### src/verilog/tms_pkg.sv
// Purpose: Shared constants of the temperature monitor register and serial-bus slave.
// Assumes: 50 MHz system clock.
// Notes:   Register addresses are the pointer values used on the serial bus.
package tms_pkg;
   // Read addresses.
   localparam logic [7:0] RD_LOCAL   = 8'h00;
   localparam logic [7:0] RD_REMOTE  = 8'h01;
   localparam logic [7:0] RD_STATUS  = 8'h02;
   localparam logic [7:0] RD_CONFIG  = 8'h03;
   localparam logic [7:0] RD_RATE    = 8'h04;
   localparam logic [7:0] RD_LHI     = 8'h05;
   localparam logic [7:0] RD_LLO     = 8'h06;
   localparam logic [7:0] RD_RHI     = 8'h07;
   localparam logic [7:0] RD_RLO     = 8'h08;
   localparam logic [7:0] RD_MFR_ID  = 8'hfe;
   localparam logic [7:0] RD_REV     = 8'hff;
   // Write addresses.
   localparam logic [7:0] WR_CONFIG  = 8'h09;
   localparam logic [7:0] WR_RATE    = 8'h0a;
   localparam logic [7:0] WR_LHI     = 8'h0b;
   localparam logic [7:0] WR_LLO     = 8'h0c;
   localparam logic [7:0] WR_RHI     = 8'h0d;
   localparam logic [7:0] WR_RLO     = 8'h0e;
   localparam logic [7:0] WR_ONESHOT = 8'h0f;
   localparam logic [7:0] RW_OFFSET  = 8'h11;
   // Values after reset.
   localparam logic [7:0] RST_VALUE  = 8'h80;
   localparam logic [7:0] RST_CONFIG = 8'h00;
   localparam logic [7:0] RST_RATE   = 8'h02;
   localparam logic [7:0] RST_HI     = 8'h7f;
   localparam logic [7:0] RST_LO     = 8'hc9;
   localparam logic [7:0] RST_OFFSET = 8'h00;
   // Identity codes; both values are arbitrary.
   localparam logic [7:0] MFR_ID     = 8'h5a;
   localparam logic [7:0] REV_ID     = 8'h17;
   // Configuration fields.
   localparam int         CFG_MASK   = 7;
   localparam int         CFG_STANDBY_PIN_N   = 6;
   localparam logic [7:0] CFG_USED   = 8'hc0;
   // Three-level strap encodings.
   localparam logic [1:0] STRAP_LOW  = 2'h0;
   localparam logic [1:0] STRAP_OPEN = 2'h1;
   localparam logic [1:0] STRAP_HIGH = 2'h2;
   // Fastest conversion period and its cycle count.
   localparam int         CLK_KHZ    = 50000;
   localparam int         BASE_MS    = 125;
   localparam int         BASE_CYC   = CLK_KHZ * BASE_MS;
   localparam logic [6:0] PERIOD_MAX = 7'h7f;
endpackage : tms_pkg

### src/verilog/tms_monitor.sv
// Purpose: Register file, conversion scheduler and serial-bus slave of a temperature monitor.
// Assumes: scl and sda inputs are synchronous to clk; measurements arrive as bytes.
// Notes:   Pins that drive low take an active-low output enable.
// Functional notes
// Config bit 6 set means standby, clear means continuous conversion.
// Standby pin low forces standby regardless of configuration.
// Value registers hold their contents throughout standby.
// Config bit 7 clear enables alarm output, set disables it.
// Rate code low bits multiply base period by one to 128; the code multiplies the base period by 128 (code 0) down to one (code 7).
// Host writes zero upper rate bits and avoids reserved codes.
// High alarm on strictly greater, low alarm on strictly less.
// Signed offset is added to remote reading before storage and compare.
// One-shot write in software standby runs one conversion, data ignored.
// Slave address comes from two three-level straps, nine addresses.
// Straps are latched once after reset and then ignored.
// Device shifts in seven address bits and a direction bit.
// Matching address is acknowledged on ninth clock, else idle until start.
// Direction zero is write, one is read.
// Each byte is eight data bits plus one acknowledge.
// Master changes data only while the clock is low.
// Master ends a read with a not-acknowledge and a stop.
// Direction changes need a new start and address.
// Writes carry one or two bytes, reads exactly one.
// First write byte loads pointer, second writes selected register.
// Reads return the register selected by the current pointer.
// Read and write addresses of a register differ; the offset register uses 11 for both.
// One-shot trigger is decoded at write address 0f.
// Setting the mask bit suppresses current and future alarms.
// Alarm asserts while any limit flag or open-sensor flag is set.
// Pointer has no defined reset value.
// Run mode converts once per programmed period and re-evaluates limits.
// Reserved configuration bits read zero and ignore writes.
`timescale 1ns/10ps
module tms_monitor #(
   parameter int BaseCyc = tms_pkg::BASE_CYC
) (
   // Clock and reset.
   input  wire logic       clk,
   input  wire logic       resetn,
   // Serial bus.
   input  wire logic       scl,
   input  wire logic       serialDataLineIn,
   output logic            serialDataLineOut,
   output logic            serialDataLineOeN,
   // Straps and standby.
   input  wire logic [1:0] addrStrapLow,
   input  wire logic [1:0] addrStrapHigh,
   input  wire logic       standbyPinN,
   // Measurement front end.
   input  wire logic [7:0] localTemp,
   input  wire logic [7:0] remoteTemp,
   input  wire logic       sensorOpen,
   // Alarm open-drain output.
   output logic            alarmOut,
   output logic            alarmOeN
);
   import tms_pkg::*;
   typedef enum logic [2:0] {
      TS_IDLE = 3'b000, TS_ADDR = 3'b001, TS_AACK = 3'b010, TS_WRB = 3'b011,
      TS_WACK = 3'b100, TS_RDB = 3'b101, TS_RACK = 3'b110, TS_WAIT = 3'b111
   } tms_state_e;
   function automatic logic [2:0] strapIdx(input logic [1:0] s);
      strapIdx = (s == STRAP_HIGH) ? 3'h2 : (s == STRAP_OPEN) ? 3'h1 : 3'h0;
   endfunction : strapIdx
   tms_state_e state_r, state_nxt;
   logic [3:0] bitCnt_r, bitCnt_nxt;
   logic [7:0] shift_r, shift_nxt;
   logic [1:0] byteIdx_r, byteIdx_nxt;
   logic       sdaDrv_r, sdaDrv_nxt;
   logic       sclPrev_r, sdaPrev_r;
   logic [7:0] ptr_r, ptr_nxt;
   logic [7:0] cfg_r, cfg_nxt;
   logic [7:0] rate_r, rate_nxt;
   logic [7:0] lHi_r, lHi_nxt, lLo_r, lLo_nxt, rHi_r, rHi_nxt, rLo_r, rLo_nxt;
   logic [7:0] offset_r, offset_nxt;
   logic [6:0] slaveAddr_r, slaveAddr_nxt;
   logic       strapDone_r, strapDone_nxt;
   logic       oneShot, statusClr;
   logic [22:0] baseCnt_r, baseCnt_nxt;
   logic [6:0] periodCnt_r, periodCnt_nxt;
   logic [7:0] localVal_r, localVal_nxt, remoteVal_r, remoteVal_nxt;
   logic [4:0] flags_r, flags_nxt;
   logic       alarmOeN_r, alarmOeN_nxt;
   logic       sclRise, sclFall, busStart, busStop, running, baseTick, convGo;
   logic [7:0] newRemote, readByte;
   logic [4:0] tripNew, tripCur;
   assign sclRise  = scl & ~sclPrev_r;
   assign sclFall  = ~scl & sclPrev_r;
   assign busStart = scl & sclPrev_r & sdaPrev_r & ~serialDataLineIn;
   assign busStop  = scl & sclPrev_r & ~sdaPrev_r & serialDataLineIn;
   // pointer-selected read
   always_comb begin
      case (ptr_r)
         RD_LOCAL:  readByte = localVal_r;
         RD_REMOTE: readByte = remoteVal_r;
         RD_STATUS: readByte = {1'b0, flags_r, 2'b00};
         RD_CONFIG: readByte = cfg_r;
         RD_RATE:   readByte = rate_r;
         RD_LHI:    readByte = lHi_r;
         RD_LLO:    readByte = lLo_r;
         RD_RHI:    readByte = rHi_r;
         RD_RLO:    readByte = rLo_r;
         RW_OFFSET: readByte = offset_r;
         RD_MFR_ID: readByte = MFR_ID;
         RD_REV:    readByte = REV_ID;
         default:   readByte = 8'h00;
      endcase
   end
   always_comb begin
      state_nxt = state_r;
      bitCnt_nxt = bitCnt_r;
      shift_nxt = shift_r;
      byteIdx_nxt = byteIdx_r;
      sdaDrv_nxt = sdaDrv_r;
      ptr_nxt = ptr_r;
      cfg_nxt = cfg_r;
      rate_nxt = rate_r;
      lHi_nxt = lHi_r;
      lLo_nxt = lLo_r;
      rHi_nxt = rHi_r;
      rLo_nxt = rLo_r;
      offset_nxt = offset_r;
      oneShot = 1'b0;
      statusClr = 1'b0;
      // strap decode, latched once
      slaveAddr_nxt = slaveAddr_r;
      strapDone_nxt = 1'b1;
      if (!strapDone_r) begin
         case (strapIdx(addrStrapLow))
            3'h2:    slaveAddr_nxt = {4'h9, 3'h4 + strapIdx(addrStrapHigh)};
            3'h1:    slaveAddr_nxt = {4'h5, 3'h1 + strapIdx(addrStrapHigh)};
            default: slaveAddr_nxt = {4'h3, strapIdx(addrStrapHigh)};
         endcase
      end
      if (busStop) begin
         state_nxt = TS_IDLE;
         sdaDrv_nxt = 1'b0;
      end else if (busStart) begin
         // new operation per start
         state_nxt = TS_ADDR;
         bitCnt_nxt = 4'h0;
         sdaDrv_nxt = 1'b0;
      end else begin
         case (state_r)
            // shift address and direction
            TS_ADDR, TS_WRB: begin
               if (sclRise) begin
                  shift_nxt = {shift_r[6:0], serialDataLineIn};
                  bitCnt_nxt = bitCnt_r + 4'h1;
               end else if (sclFall && bitCnt_r == 4'h8) begin
                  if (state_r == TS_ADDR) begin
                     // acknowledge own address
                     state_nxt = (shift_r[7:1] == slaveAddr_r) ? TS_AACK : TS_WAIT;
                     sdaDrv_nxt = (shift_r[7:1] == slaveAddr_r);
                     byteIdx_nxt = 2'h0;
                  end else begin
                     // at most two write bytes
                     state_nxt = (byteIdx_r < 2'h2) ? TS_WACK : TS_WAIT;
                     sdaDrv_nxt = (byteIdx_r < 2'h2);
                     // pointer then data
                     if (byteIdx_r == 2'h0) begin
                        ptr_nxt = shift_r;
                     end else if (byteIdx_r == 2'h1) begin
                        case (ptr_r)
                           // reserved bits stay zero
                           WR_CONFIG: cfg_nxt = shift_r & CFG_USED;
                           WR_RATE:   rate_nxt = shift_r;
                           WR_LHI:    lHi_nxt = shift_r;
                           WR_LLO:    lLo_nxt = shift_r;
                           WR_RHI:    rHi_nxt = shift_r;
                           WR_RLO:    rLo_nxt = shift_r;
                           // one-shot decode
                           WR_ONESHOT: oneShot = 1'b1;
                           RW_OFFSET: offset_nxt = shift_r;
                           default: ;
                        endcase
                     end
                  end
               end
            end
            // direction selects path
            TS_AACK: if (sclFall) begin
               bitCnt_nxt = 4'h0;
               if (shift_r[0]) begin
                  state_nxt = TS_RDB;
                  shift_nxt = readByte;
                  sdaDrv_nxt = ~readByte[7];
                  statusClr = (ptr_r == RD_STATUS);
               end else begin
                  state_nxt = TS_WRB;
                  sdaDrv_nxt = 1'b0;
               end
            end
            // ack then next byte
            TS_WACK: if (sclFall) begin
               state_nxt = TS_WRB;
               sdaDrv_nxt = 1'b0;
               bitCnt_nxt = 4'h0;
               byteIdx_nxt = byteIdx_r + 2'h1;
            end
            TS_RDB: begin
               if (sclRise) begin
                  bitCnt_nxt = bitCnt_r + 4'h1;
               end else if (sclFall) begin
                  if (bitCnt_r == 4'h8) begin
                     state_nxt = TS_RACK;
                     sdaDrv_nxt = 1'b0;
                  end else begin
                     shift_nxt = {shift_r[6:0], 1'b0};
                     sdaDrv_nxt = ~shift_r[6];
                  end
               end
            end
            // single read byte
            TS_RACK: if (sclRise) state_nxt = TS_WAIT;
            default: ;
         endcase
      end
   end

   always_ff @(posedge clk or negedge resetn) begin
      if (!resetn) begin
         state_r <= TS_IDLE;
         bitCnt_r <= 4'h0;
         shift_r <= 8'h00;
         byteIdx_r <= 2'h0;
         sdaDrv_r <= 1'b0;
         sclPrev_r <= 1'b1;
         sdaPrev_r <= 1'b1;
         // pointer cleared only for determinism
         ptr_r <= 8'h00;
         cfg_r <= RST_CONFIG;
         rate_r <= RST_RATE;
         lHi_r <= RST_HI;
         lLo_r <= RST_LO;
         rHi_r <= RST_HI;
         rLo_r <= RST_LO;
         offset_r <= RST_OFFSET;
         slaveAddr_r <= 7'h00;
         strapDone_r <= 1'b0;
      end else begin
         state_r <= state_nxt;
         bitCnt_r <= bitCnt_nxt;
         shift_r <= shift_nxt;
         byteIdx_r <= byteIdx_nxt;
         sdaDrv_r <= sdaDrv_nxt;
         sclPrev_r <= scl;
         sdaPrev_r <= serialDataLineIn;
         ptr_r <= ptr_nxt;
         cfg_r <= cfg_nxt;
         rate_r <= rate_nxt;
         lHi_r <= lHi_nxt;
         lLo_r <= lLo_nxt;
         rHi_r <= rHi_nxt;
         rLo_r <= rLo_nxt;
         offset_r <= offset_nxt;
         slaveAddr_r <= slaveAddr_nxt;
         strapDone_r <= strapDone_nxt;
      end
   end
   assign serialDataLineOut = 1'b0;
   assign serialDataLineOeN = ~sdaDrv_r;
   // config or pin standby
   assign running  = ~cfg_r[CFG_STANDBY_PIN_N] & standbyPinN;
   assign baseTick = (baseCnt_r == 23'(BaseCyc - 1));
   // one-shot or periodic conversion
   assign convGo = (running & baseTick & (periodCnt_r == (PERIOD_MAX >> rate_r[2:0])))
                 | (oneShot & cfg_r[CFG_STANDBY_PIN_N] & standbyPinN);
   // signed remote offset
   assign newRemote = remoteTemp + offset_r;
   // strict comparisons
   assign tripNew = {$signed(localTemp) > $signed(lHi_r), $signed(localTemp) < $signed(lLo_r),
                     $signed(newRemote) > $signed(rHi_r), $signed(newRemote) < $signed(rLo_r),
                     sensorOpen};
   assign tripCur = {$signed(localVal_r) > $signed(lHi_r), $signed(localVal_r) < $signed(lLo_r),
                     $signed(remoteVal_r) > $signed(rHi_r), $signed(remoteVal_r) < $signed(rLo_r),
                     flags_r[0] & sensorOpen};
   always_comb begin
      // rate divider
      baseCnt_nxt = (baseTick || !running) ? 23'h0 : baseCnt_r + 23'h1;
      periodCnt_nxt = periodCnt_r;
      if (!running || convGo) begin
         periodCnt_nxt = 7'h00;
      end else if (baseTick) begin
         periodCnt_nxt = periodCnt_r + 7'h01;
      end
      // values frozen outside conversions
      localVal_nxt = convGo ? localTemp : localVal_r;
      remoteVal_nxt = convGo ? newRemote : remoteVal_r;
      // Set wins over a status-read clear; live trips keep their flag.
      flags_nxt = (statusClr ? (flags_r & tripCur) : flags_r) | (convGo ? tripNew : 5'h00);
      // mask gates flag alarm
      alarmOeN_nxt = ~((|flags_nxt) & ~cfg_nxt[CFG_MASK]);
   end
   always_ff @(posedge clk or negedge resetn) begin
      if (!resetn) begin
         baseCnt_r <= 23'h0;
         periodCnt_r <= 7'h00;
         localVal_r <= RST_VALUE;
         remoteVal_r <= RST_VALUE;
         flags_r <= 5'h00;
         alarmOeN_r <= 1'b1;
      end else begin
         baseCnt_r <= baseCnt_nxt;
         periodCnt_r <= periodCnt_nxt;
         localVal_r <= localVal_nxt;
         remoteVal_r <= remoteVal_nxt;
         flags_r <= flags_nxt;
         alarmOeN_r <= alarmOeN_nxt;
      end
   end
   assign alarmOut = 1'b0;
   assign alarmOeN = alarmOeN_r;
   standby_pin_n_hold_a: assert property (@(posedge clk) disable iff (!resetn)
      !running && !oneShot |=> $stable(localVal_r) && $stable(remoteVal_r))
      else $error("value changed in standby");
   pin_standby_pin_n_a: assert property (@(posedge clk) disable iff (!resetn)
      !standbyPinN |-> !convGo) else $error("conversion with standby pin low");
   mask_gate_a: assert property (@(posedge clk) disable iff (!resetn)
      cfg_r[CFG_MASK] && $past(cfg_r[CFG_MASK]) |-> alarmOeN) else $error("masked alarm driven");
   alarm_flag_a: assert property (@(posedge clk) disable iff (!resetn)
      (|flags_r) && !cfg_r[CFG_MASK] |-> !alarmOeN) else $error("alarm missing");
   cfg_resv_a: assert property (@(posedge clk) disable iff (!resetn)
      cfg_r[5:0] == 6'h00) else $error("reserved config bits set");
   addr_nack_a: assert property (@(posedge clk) disable iff (!resetn)
      state_r == TS_ADDR && sclFall && bitCnt_r == 4'h8 && shift_r[7:1] != slaveAddr_r
      |=> state_r == TS_WAIT && serialDataLineOeN) else $error("foreign address acked");
   offset_add_a: assert property (@(posedge clk) disable iff (!resetn)
      convGo |=> remoteVal_r == 8'($past(remoteTemp) + $past(offset_r)))
      else $error("offset not applied");
   strap_hold_a: assert property (@(posedge clk) disable iff (!resetn)
      strapDone_r |=> $stable(slaveAddr_r)) else $error("address changed after latch");
   ptr_load_a: assert property (@(posedge clk) disable iff (!resetn)
      state_r == TS_WRB && byteIdx_r == 2'h0 && sclFall && bitCnt_r == 4'h8
      |=> ptr_r == $past(shift_r)) else $error("pointer not loaded");
endmodule : tms_monitor

### config.mk
export PLATFORM = sky130hd
export DESIGN_NAME = tms_monitor
export DESIGN_NICKNAME = d
export VERILOG_FILES = /design/src/verilog/tms_pkg.sv /design/src/verilog/tms_monitor.sv
export SDC_FILE = /design/constraint.sdc
export NUM_CORES = 1
export LEC_CHECK = 0
export ABC_CLOCK_PERIOD_IN_PS = 4000
export BUFFER_PORTS_ARGS = -buffer_cell sky130_fd_sc_hd__buf_2
export CAP_MARGIN = 10
export CORE_MARGIN = 4
export CORE_UTILIZATION = 63
export CTS_CLUSTER_DIAMETER = 120
export DETAILED_ROUTE_END_ITERATION = 8
export PLACE_DENSITY = 0.92
export SLEW_MARGIN = 5
export SYNTH_ARGS = -nofsm -noshare
export SYNTH_HDL_FRONTEND = slang
export SYNTH_SLANG_ARGS = --single-unit
### constraint.sdc
create_clock -name clk -period 4 [get_ports clk]
set_clock_uncertainty 0.1 [all_clocks]
set_input_delay 0.8 -clock clk [delete_from_list [all_inputs] [get_ports clk]]
set_output_delay 0.8 -clock clk [all_outputs]
set_load 0.02 [all_outputs]
Yosys cells after proc, flatten, opt, wreduce, memory -nomap -nowiden
Cells that the tools add are included.
{ "classes": {"n_addsub": 7, "magnitude_cmp": 9, "muxes": 77, "eq_ne": 55, "reduce_logical": 30, "shift": 1, "n_bitwise": 32} }
{ "op_table": {"columns": ["operator", "n"], "rows": [
  ["$mux W8", 15],
  ["$pmux W8 S12", 1],
  ["$reduce_and A9 Y1", 9],
  ["$eq A8 B4 Y1 const B", 8],
  ["$mux W3", 13],
  ["$eq A8 B3 Y1 const B", 4],
  ["$gt A8 B8 Y1", 4],
  ["$lt A8 B8 Y1", 4],
  ["$ne A4 B4 Y1 const B", 8],
  ["$mux W1", 27],
  ["$pmux W8 S3", 1],
  ["$add A23 B1 Y23 const B", 1],
  ["$eq A23 B23 Y1 const B", 1],
  ["$mux W23", 1],
  ["$reduce_and A7 Y1", 3],
  ["$ne A2 B2 Y1 const B", 10],
  ["$eq A8 B2 Y1 const B", 2],
  ["$eq A8 B8 Y1 const B", 2],
  ["$not A1 Y1", 15],
  ["$pmux W3 S5", 1],
  ["$and A1 B1 Y1", 14],
  ["$eq A7 B7 Y1", 2],
  ["$mux W2", 7],
  ["$mux W7", 2],
  ["40 further kinds", 56]
]} }
{ "totals": {"out_inout_bits": 4, "ff_bits": 138, "word_cells": 236, "input_bits": 26} }

Logic depth before layout (Yosys ltp)
{ "depth": {"ltp_word": 18, "mapped_depth": 17, "depth_no_buf": 17} }

Least setup slack after synthesis
No wires, ideal clock.
{ "synth_path": {"kind": "in2reg", "start": "input port remoteTemp[1]", "end": "register alarmOeN_r (netlist: alarmOeN)", "setup_ps": 105, "t_arrival_ps": 3542, "n_path_buf": 0, "required_time_ps": 3795, "setup_slack_ps": 253, "stages": 15, "path_cell_list": "ha_1 -> a21o_1 -> a21oi_1 -> nor2b_1 -> o21a_1 -> o41ai_1 -> xnor2_1 -> ha_1 -> and4_1 -> nand2_1 -> a21oi_1 -> a211oi_1 -> mux2i_1 -> a22o_1 -> o41ai_1"} }
{ "synth_via": {"elab_chain_cells": 7, "elab_cells_between_ends": 8, "cone_classes": "add/sub: 1; order compare: 2; mux: 1; bitwise: 3; reduce/logical: 1"} }
{ "synth_lines": {"columns": ["element", "line_no", "text"], "rows": [
  ["start, declared", "tms_monitor.sv:51", "input wire logic [7:0] remoteTemp,"],
  ["$add A8 B8 Y8", "tms_monitor.sv:270", "assign newRemote = remoteTemp + offset_r;"],
  ["via newRemote[7]", "tms_monitor.sv:85", "logic [7:0] newRemote, readByte;"],
  ["$lt A8 B8 Y1", "tms_monitor.sv:273", "$signed(newRemote) > $signed(rHi_r), $signed(newRemote) < $signed(rLo_r),"],
  ["$mux W5", "tms_monitor.sv:291", "flags_nxt = (statusClr ? (flags_r & tripCur) : flags_r) | (convGo ? tripNew : 5'h00);"],
  ["$or A5 B5 Y5", "tms_monitor.sv:291", null],
  ["via flags_nxt[1]", "tms_monitor.sv:82", "logic [4:0] flags_r, flags_nxt;"],
  ["$reduce_or A5 Y1", "tms_monitor.sv:293", "alarmOeN_nxt = ~((|flags_nxt) & ~cfg_nxt[CFG_MASK]);"],
  ["$and A1 B1 Y1", "tms_monitor.sv:293", null],
  ["$not A1 Y1", "tms_monitor.sv:293", null],
  ["via alarmOeN_nxt", "tms_monitor.sv:83", "logic alarmOeN_r, alarmOeN_nxt;"],
  ["end signal, assigned", "tms_monitor.sv:309", "alarmOeN_r <= alarmOeN_nxt;"],
  ["end, declared", "tms_monitor.sv:83", null]
]} }
The timed path passes the listed nets, and every way through them passes these cells.
A chain may end at the register's enable or synchronous reset.

Worst setup path after layout
{ "layout_path": {"start": "input port remoteTemp[0]", "end": "register alarmOeN_r (netlist: alarmOeN)"} }
The elaborated chain is that of the path after synthesis.

==> impl_metrics.csv <==
group,metric,value,unit
outcome,status,"finished clean",
flow_run,drv_cap,0,
place,dpl.hpwl,16.6,mm
layout,diodes,0,
global_routing,antenna_found_initial,0,
cts,cts_root_buf,"clkbuf_16",
logic_synthesis,seq_area_frac_synth,0.395,
route,wl,22.8,mm
global_routing,use_met2,0.464,
timing,setup_viol,0,
die,core_area,13500,um^2
place,pre_cts_ws,-89.1,ps
power_and_ir_drop,p_int,2.61,mW
route,dr.pass1.iters,6,
power_and_ir_drop,switchingPower,1.26,mW
cts,cts_max_path_buffers,2,
timing,worst_pin_slew,1010,ps
worst_setup_path,crit_type,"in2reg",
worst_setup_path,cp.arrival,3950,ps
cts,path_clk_slew,60,ps
power_and_ir_drop,ir_drop,0.334,mV
logic_synthesis,yosys_most_used_dff,"dfrtp_1",
timing,slew_viol_final,0,
timing,layout_setup_ws,277,ps
die,fp.dieArea,15900,um^2
logic_synthesis,synth_top_area_frac,0.311,
logic_synthesis,yosysTopAreaCell,"dfrtp_1",
power_and_ir_drop,seqPwrFrac,0.452,
worst_setup_path,cp_slowest_cell,"fa_1",
cts,clock_latency,430,ps
timing,maxSlewHeadroom,0.325,
layout,area_growth,9.10,%
timing,period_share,0.931,
layout,drive_gt1_frac,0.158,
die,row_count,42,
die,start_util,0.651,
route,drtAntennaViolNets,0,
power_and_ir_drop,power.density,404,nW/um^2
route,drt-initial-drc-count,761,
worst_setup_path,cp-end-kind,"flip-flop",
global_routing,grt.overflow.total,0,
logic_synthesis,ys_types,74,
layout,final_nets,1057,
timing,report.final.hold_viol_count,0,
global_routing,grt_max_degree,88,
logic_synthesis,ys_seq_elements,137,
cts,clock-sinks,137,
logic_synthesis,netlist_instances,937,
logic_synthesis,synthArstFlopShare,1.00,
cts,cts_tree,"built",
route,drc,0,
layout,final_core_util,0.710,
cts,cts-resized-gates,0,
power_and_ir_drop,p_leak,4.48,nW
place,io_buffers,27,
route,routedWlPerCell,19.9,um
cts,holdBufCountCts,0,
power_and_ir_drop,clkPwrFrac,0.384,
die,die_h,126,um
logic_synthesis,yosysWarningCount,0,
logic_synthesis,synth-edff-count,0,
logic_synthesis,synth_area_leaders,"dfrtp_1 (31%), ha_1 (11%), dfstp_2 (8.4%)",
global_routing,grt_first_pass_wirelength,37.4,mm
worst_setup_path,max_stage_delay,400,ps
layout,fillers,976,
global_routing,grt_usage,0.297,
global_routing,use_met1,0.386,
worst_setup_path,cp_max_fo,3,
route,vias,7332,
worst_setup_path,cp_data_required_time,4230,ps
cts,post-cts-setup-buffers,0,
power_and_ir_drop,power.share.combinational,0.164,
worst_setup_path,path_cells,"buf_2, ha_1, inv_1, fa_1, nor2b_1, o21ai_0, nand2b_1, a21o_1, a21o_1, xor2_1, ha_1, and4_1, nand2_1, a21oi_1, a211oi_1, mux2i_1, a22o_1, o41ai_1",
die,die_x,126,um
min_path,hold_path_class,"in2async",
logic_synthesis,post_synth.cell_area_avg,9.35,um^2
logic_synthesis,syn_area,8760,um^2
global_routing,first_global_vias,7382,
timing,fin_crit,3720,ps
route,vias_per_cell,6.42,
global_routing,busiest_layer,"met2",
place,routabilityCongestion,0.947,
global_routing,grtUsageMet3,0.0813,
timing,max_freq,0.269,GHz
cts,htreeDepth,4,
worst_setup_path,startpoint_type,"input port",
power_and_ir_drop,p_sw_frac,0.326,
timing,grt_setup_unrepaired,"false",
die,ioPinCount,30,
cts,cts_buffers,17,
## area by class of cell
| class | count | area (um^2) | area share |
|---|---|---|---|
| well taps | 176 | 220 | 0.0230 |
| clock buffers | 21 | 460 | 0.0482 |
| repair buffers | 34 | 194 | 0.0203 |
| flip-flops and latches | 137 | 3460 | 0.362 |
| clock inverters | 11 | 98.8 | 0.0103 |
| inverters | 65 | 244 | 0.0255 |
| multi-input cells | 698 | 4880 | 0.510 |
## power groups by stage
stage               combinational (mW)  clock (mW)  sequential [mW]
global placement                 0.595           0             1.74
finish                           0.633        1.48             1.75
floorplan                        0.594           0             1.54
detailed placement               0.621           0             1.75
global route                     0.716        1.57             1.76
CTS                              0.633        1.50             1.73
## path summary, 6_finish.rpt
check	from	end	slack [ps]	cells past startpoint
hold / removal	resetn	baseCnt_r[3]	320	1
min in group clk	baseCnt_r[0]	baseCnt_r[0]	360	1
hold reg to reg	baseCnt_r[0]	baseCnt_r[0]	360	1
setup / recovery	remoteTemp[0]	alarmOeN	280	18
max in group asynchronous	resetn	rLo_r[0]	2550	2
setup reg to reg	offset_r[0]	alarmOeN	290	17
## synth_stat cells (all sizes together), types with 3 or more instances
library cell and count:
dfrtp 109, nand2 96, nor2 86, ha 77, o21ai 66, inv 65, mux2 53, a21oi 45
nand3 31, dfstp 28, clkbuf 26, xnor2 22, xor2 18, and3 15, nand4 14, nor3 14
nand2b 13, nor2b 13, buf 12, a31oi 9, a221oi 8, a22oi 8, mux2i 8, a21o 6
a211oi 5, a22o 5, o211ai 5, a311oi 4, and2 4, and4 4, o21a 4, o41ai 4
nand4b 3, nor4 3, o2111ai 3, o31ai 3, o32ai 3, or3 3
## routing by layer
layer,vias to the layer above,wire length [um],share of wire
met4,0,997,0.044
li1,3369,-,-
met1,3488,9050,0.40
met3,98,2040,0.089
met5,-,0,0
met2,377,10700,0.47
## stage by stage
step	total power, mW	std cells	instance area, um^2	setup TNS [ps]	hold slack (ps)
floorplan	2.13	938	8760	0	325
global placement	2.34	1110	9000	0	342
detailed placement	2.37	1110	9000	-89.1	350
CTS	3.87	1142	9560	0	350
global route	4.04	1142	9560	0	378
finish	3.87	1142	9560	0	319
## cell usage in the layout, fill, tap and decap left out, types with 15 or more instances in the layout
cell type	synthesis	routed
ha_1	77	77
dfstp_2	28	28
clkbuf_16	0	17
buf_2	6	26
and3_1	15	15
nand2_1	96	96
nand3_1	31	31
a21oi_1	45	45
o21ai_0	65	65
dfrtp_1	109	109
xnor2_1	22	22
mux2_2	49	49
xor2_1	18	18
nor2_1	86	86
inv_1	65	65
## registers in the layout, indices dropped and copies added, names as in the netlist, 7 cells and up
register and flops:
rHi_r 8, baseCnt_r 23, rate_r 8, lHi_r 8, periodCnt_r 7, remoteVal_r 8
lLo_r 8, rLo_r 8, shift_r 8, ptr_r 8, localVal_r 8, offset_r 8
## worst max-delay path, delay by kind of cell
family | cells | cell delay [ps]
AO/OA/AOI/OAI | 7 | 1220
XOR/XNOR | 1 | 290
adder cells (fa/ha/maj) | 3 | 860
buffers and inverters | 2 | 130
multiplexers | 1 | 120
AND/OR/NAND/NOR | 4 | 530
## kinds of logic (layout without fill, tap and decap cells)
group / count (synthesis) / after routing / share of synthesized area
AO/OA/AOI/OAI: 199 / 199 / 0.145
adder cells (fa/ha/maj): 78 / 78 / 0.112
flip-flops: 137 / 137 / 0.395
AND/OR/NAND/NOR: 317 / 317 / 0.179
multiplexers: 61 / 61 / 0.0790
other: 2 / 3 / 0.000857
XOR/XNOR: 40 / 40 / 0.0400
buffers and inverters: 103 / 131 / 0.0484
(Power assumes the default switching activity.)
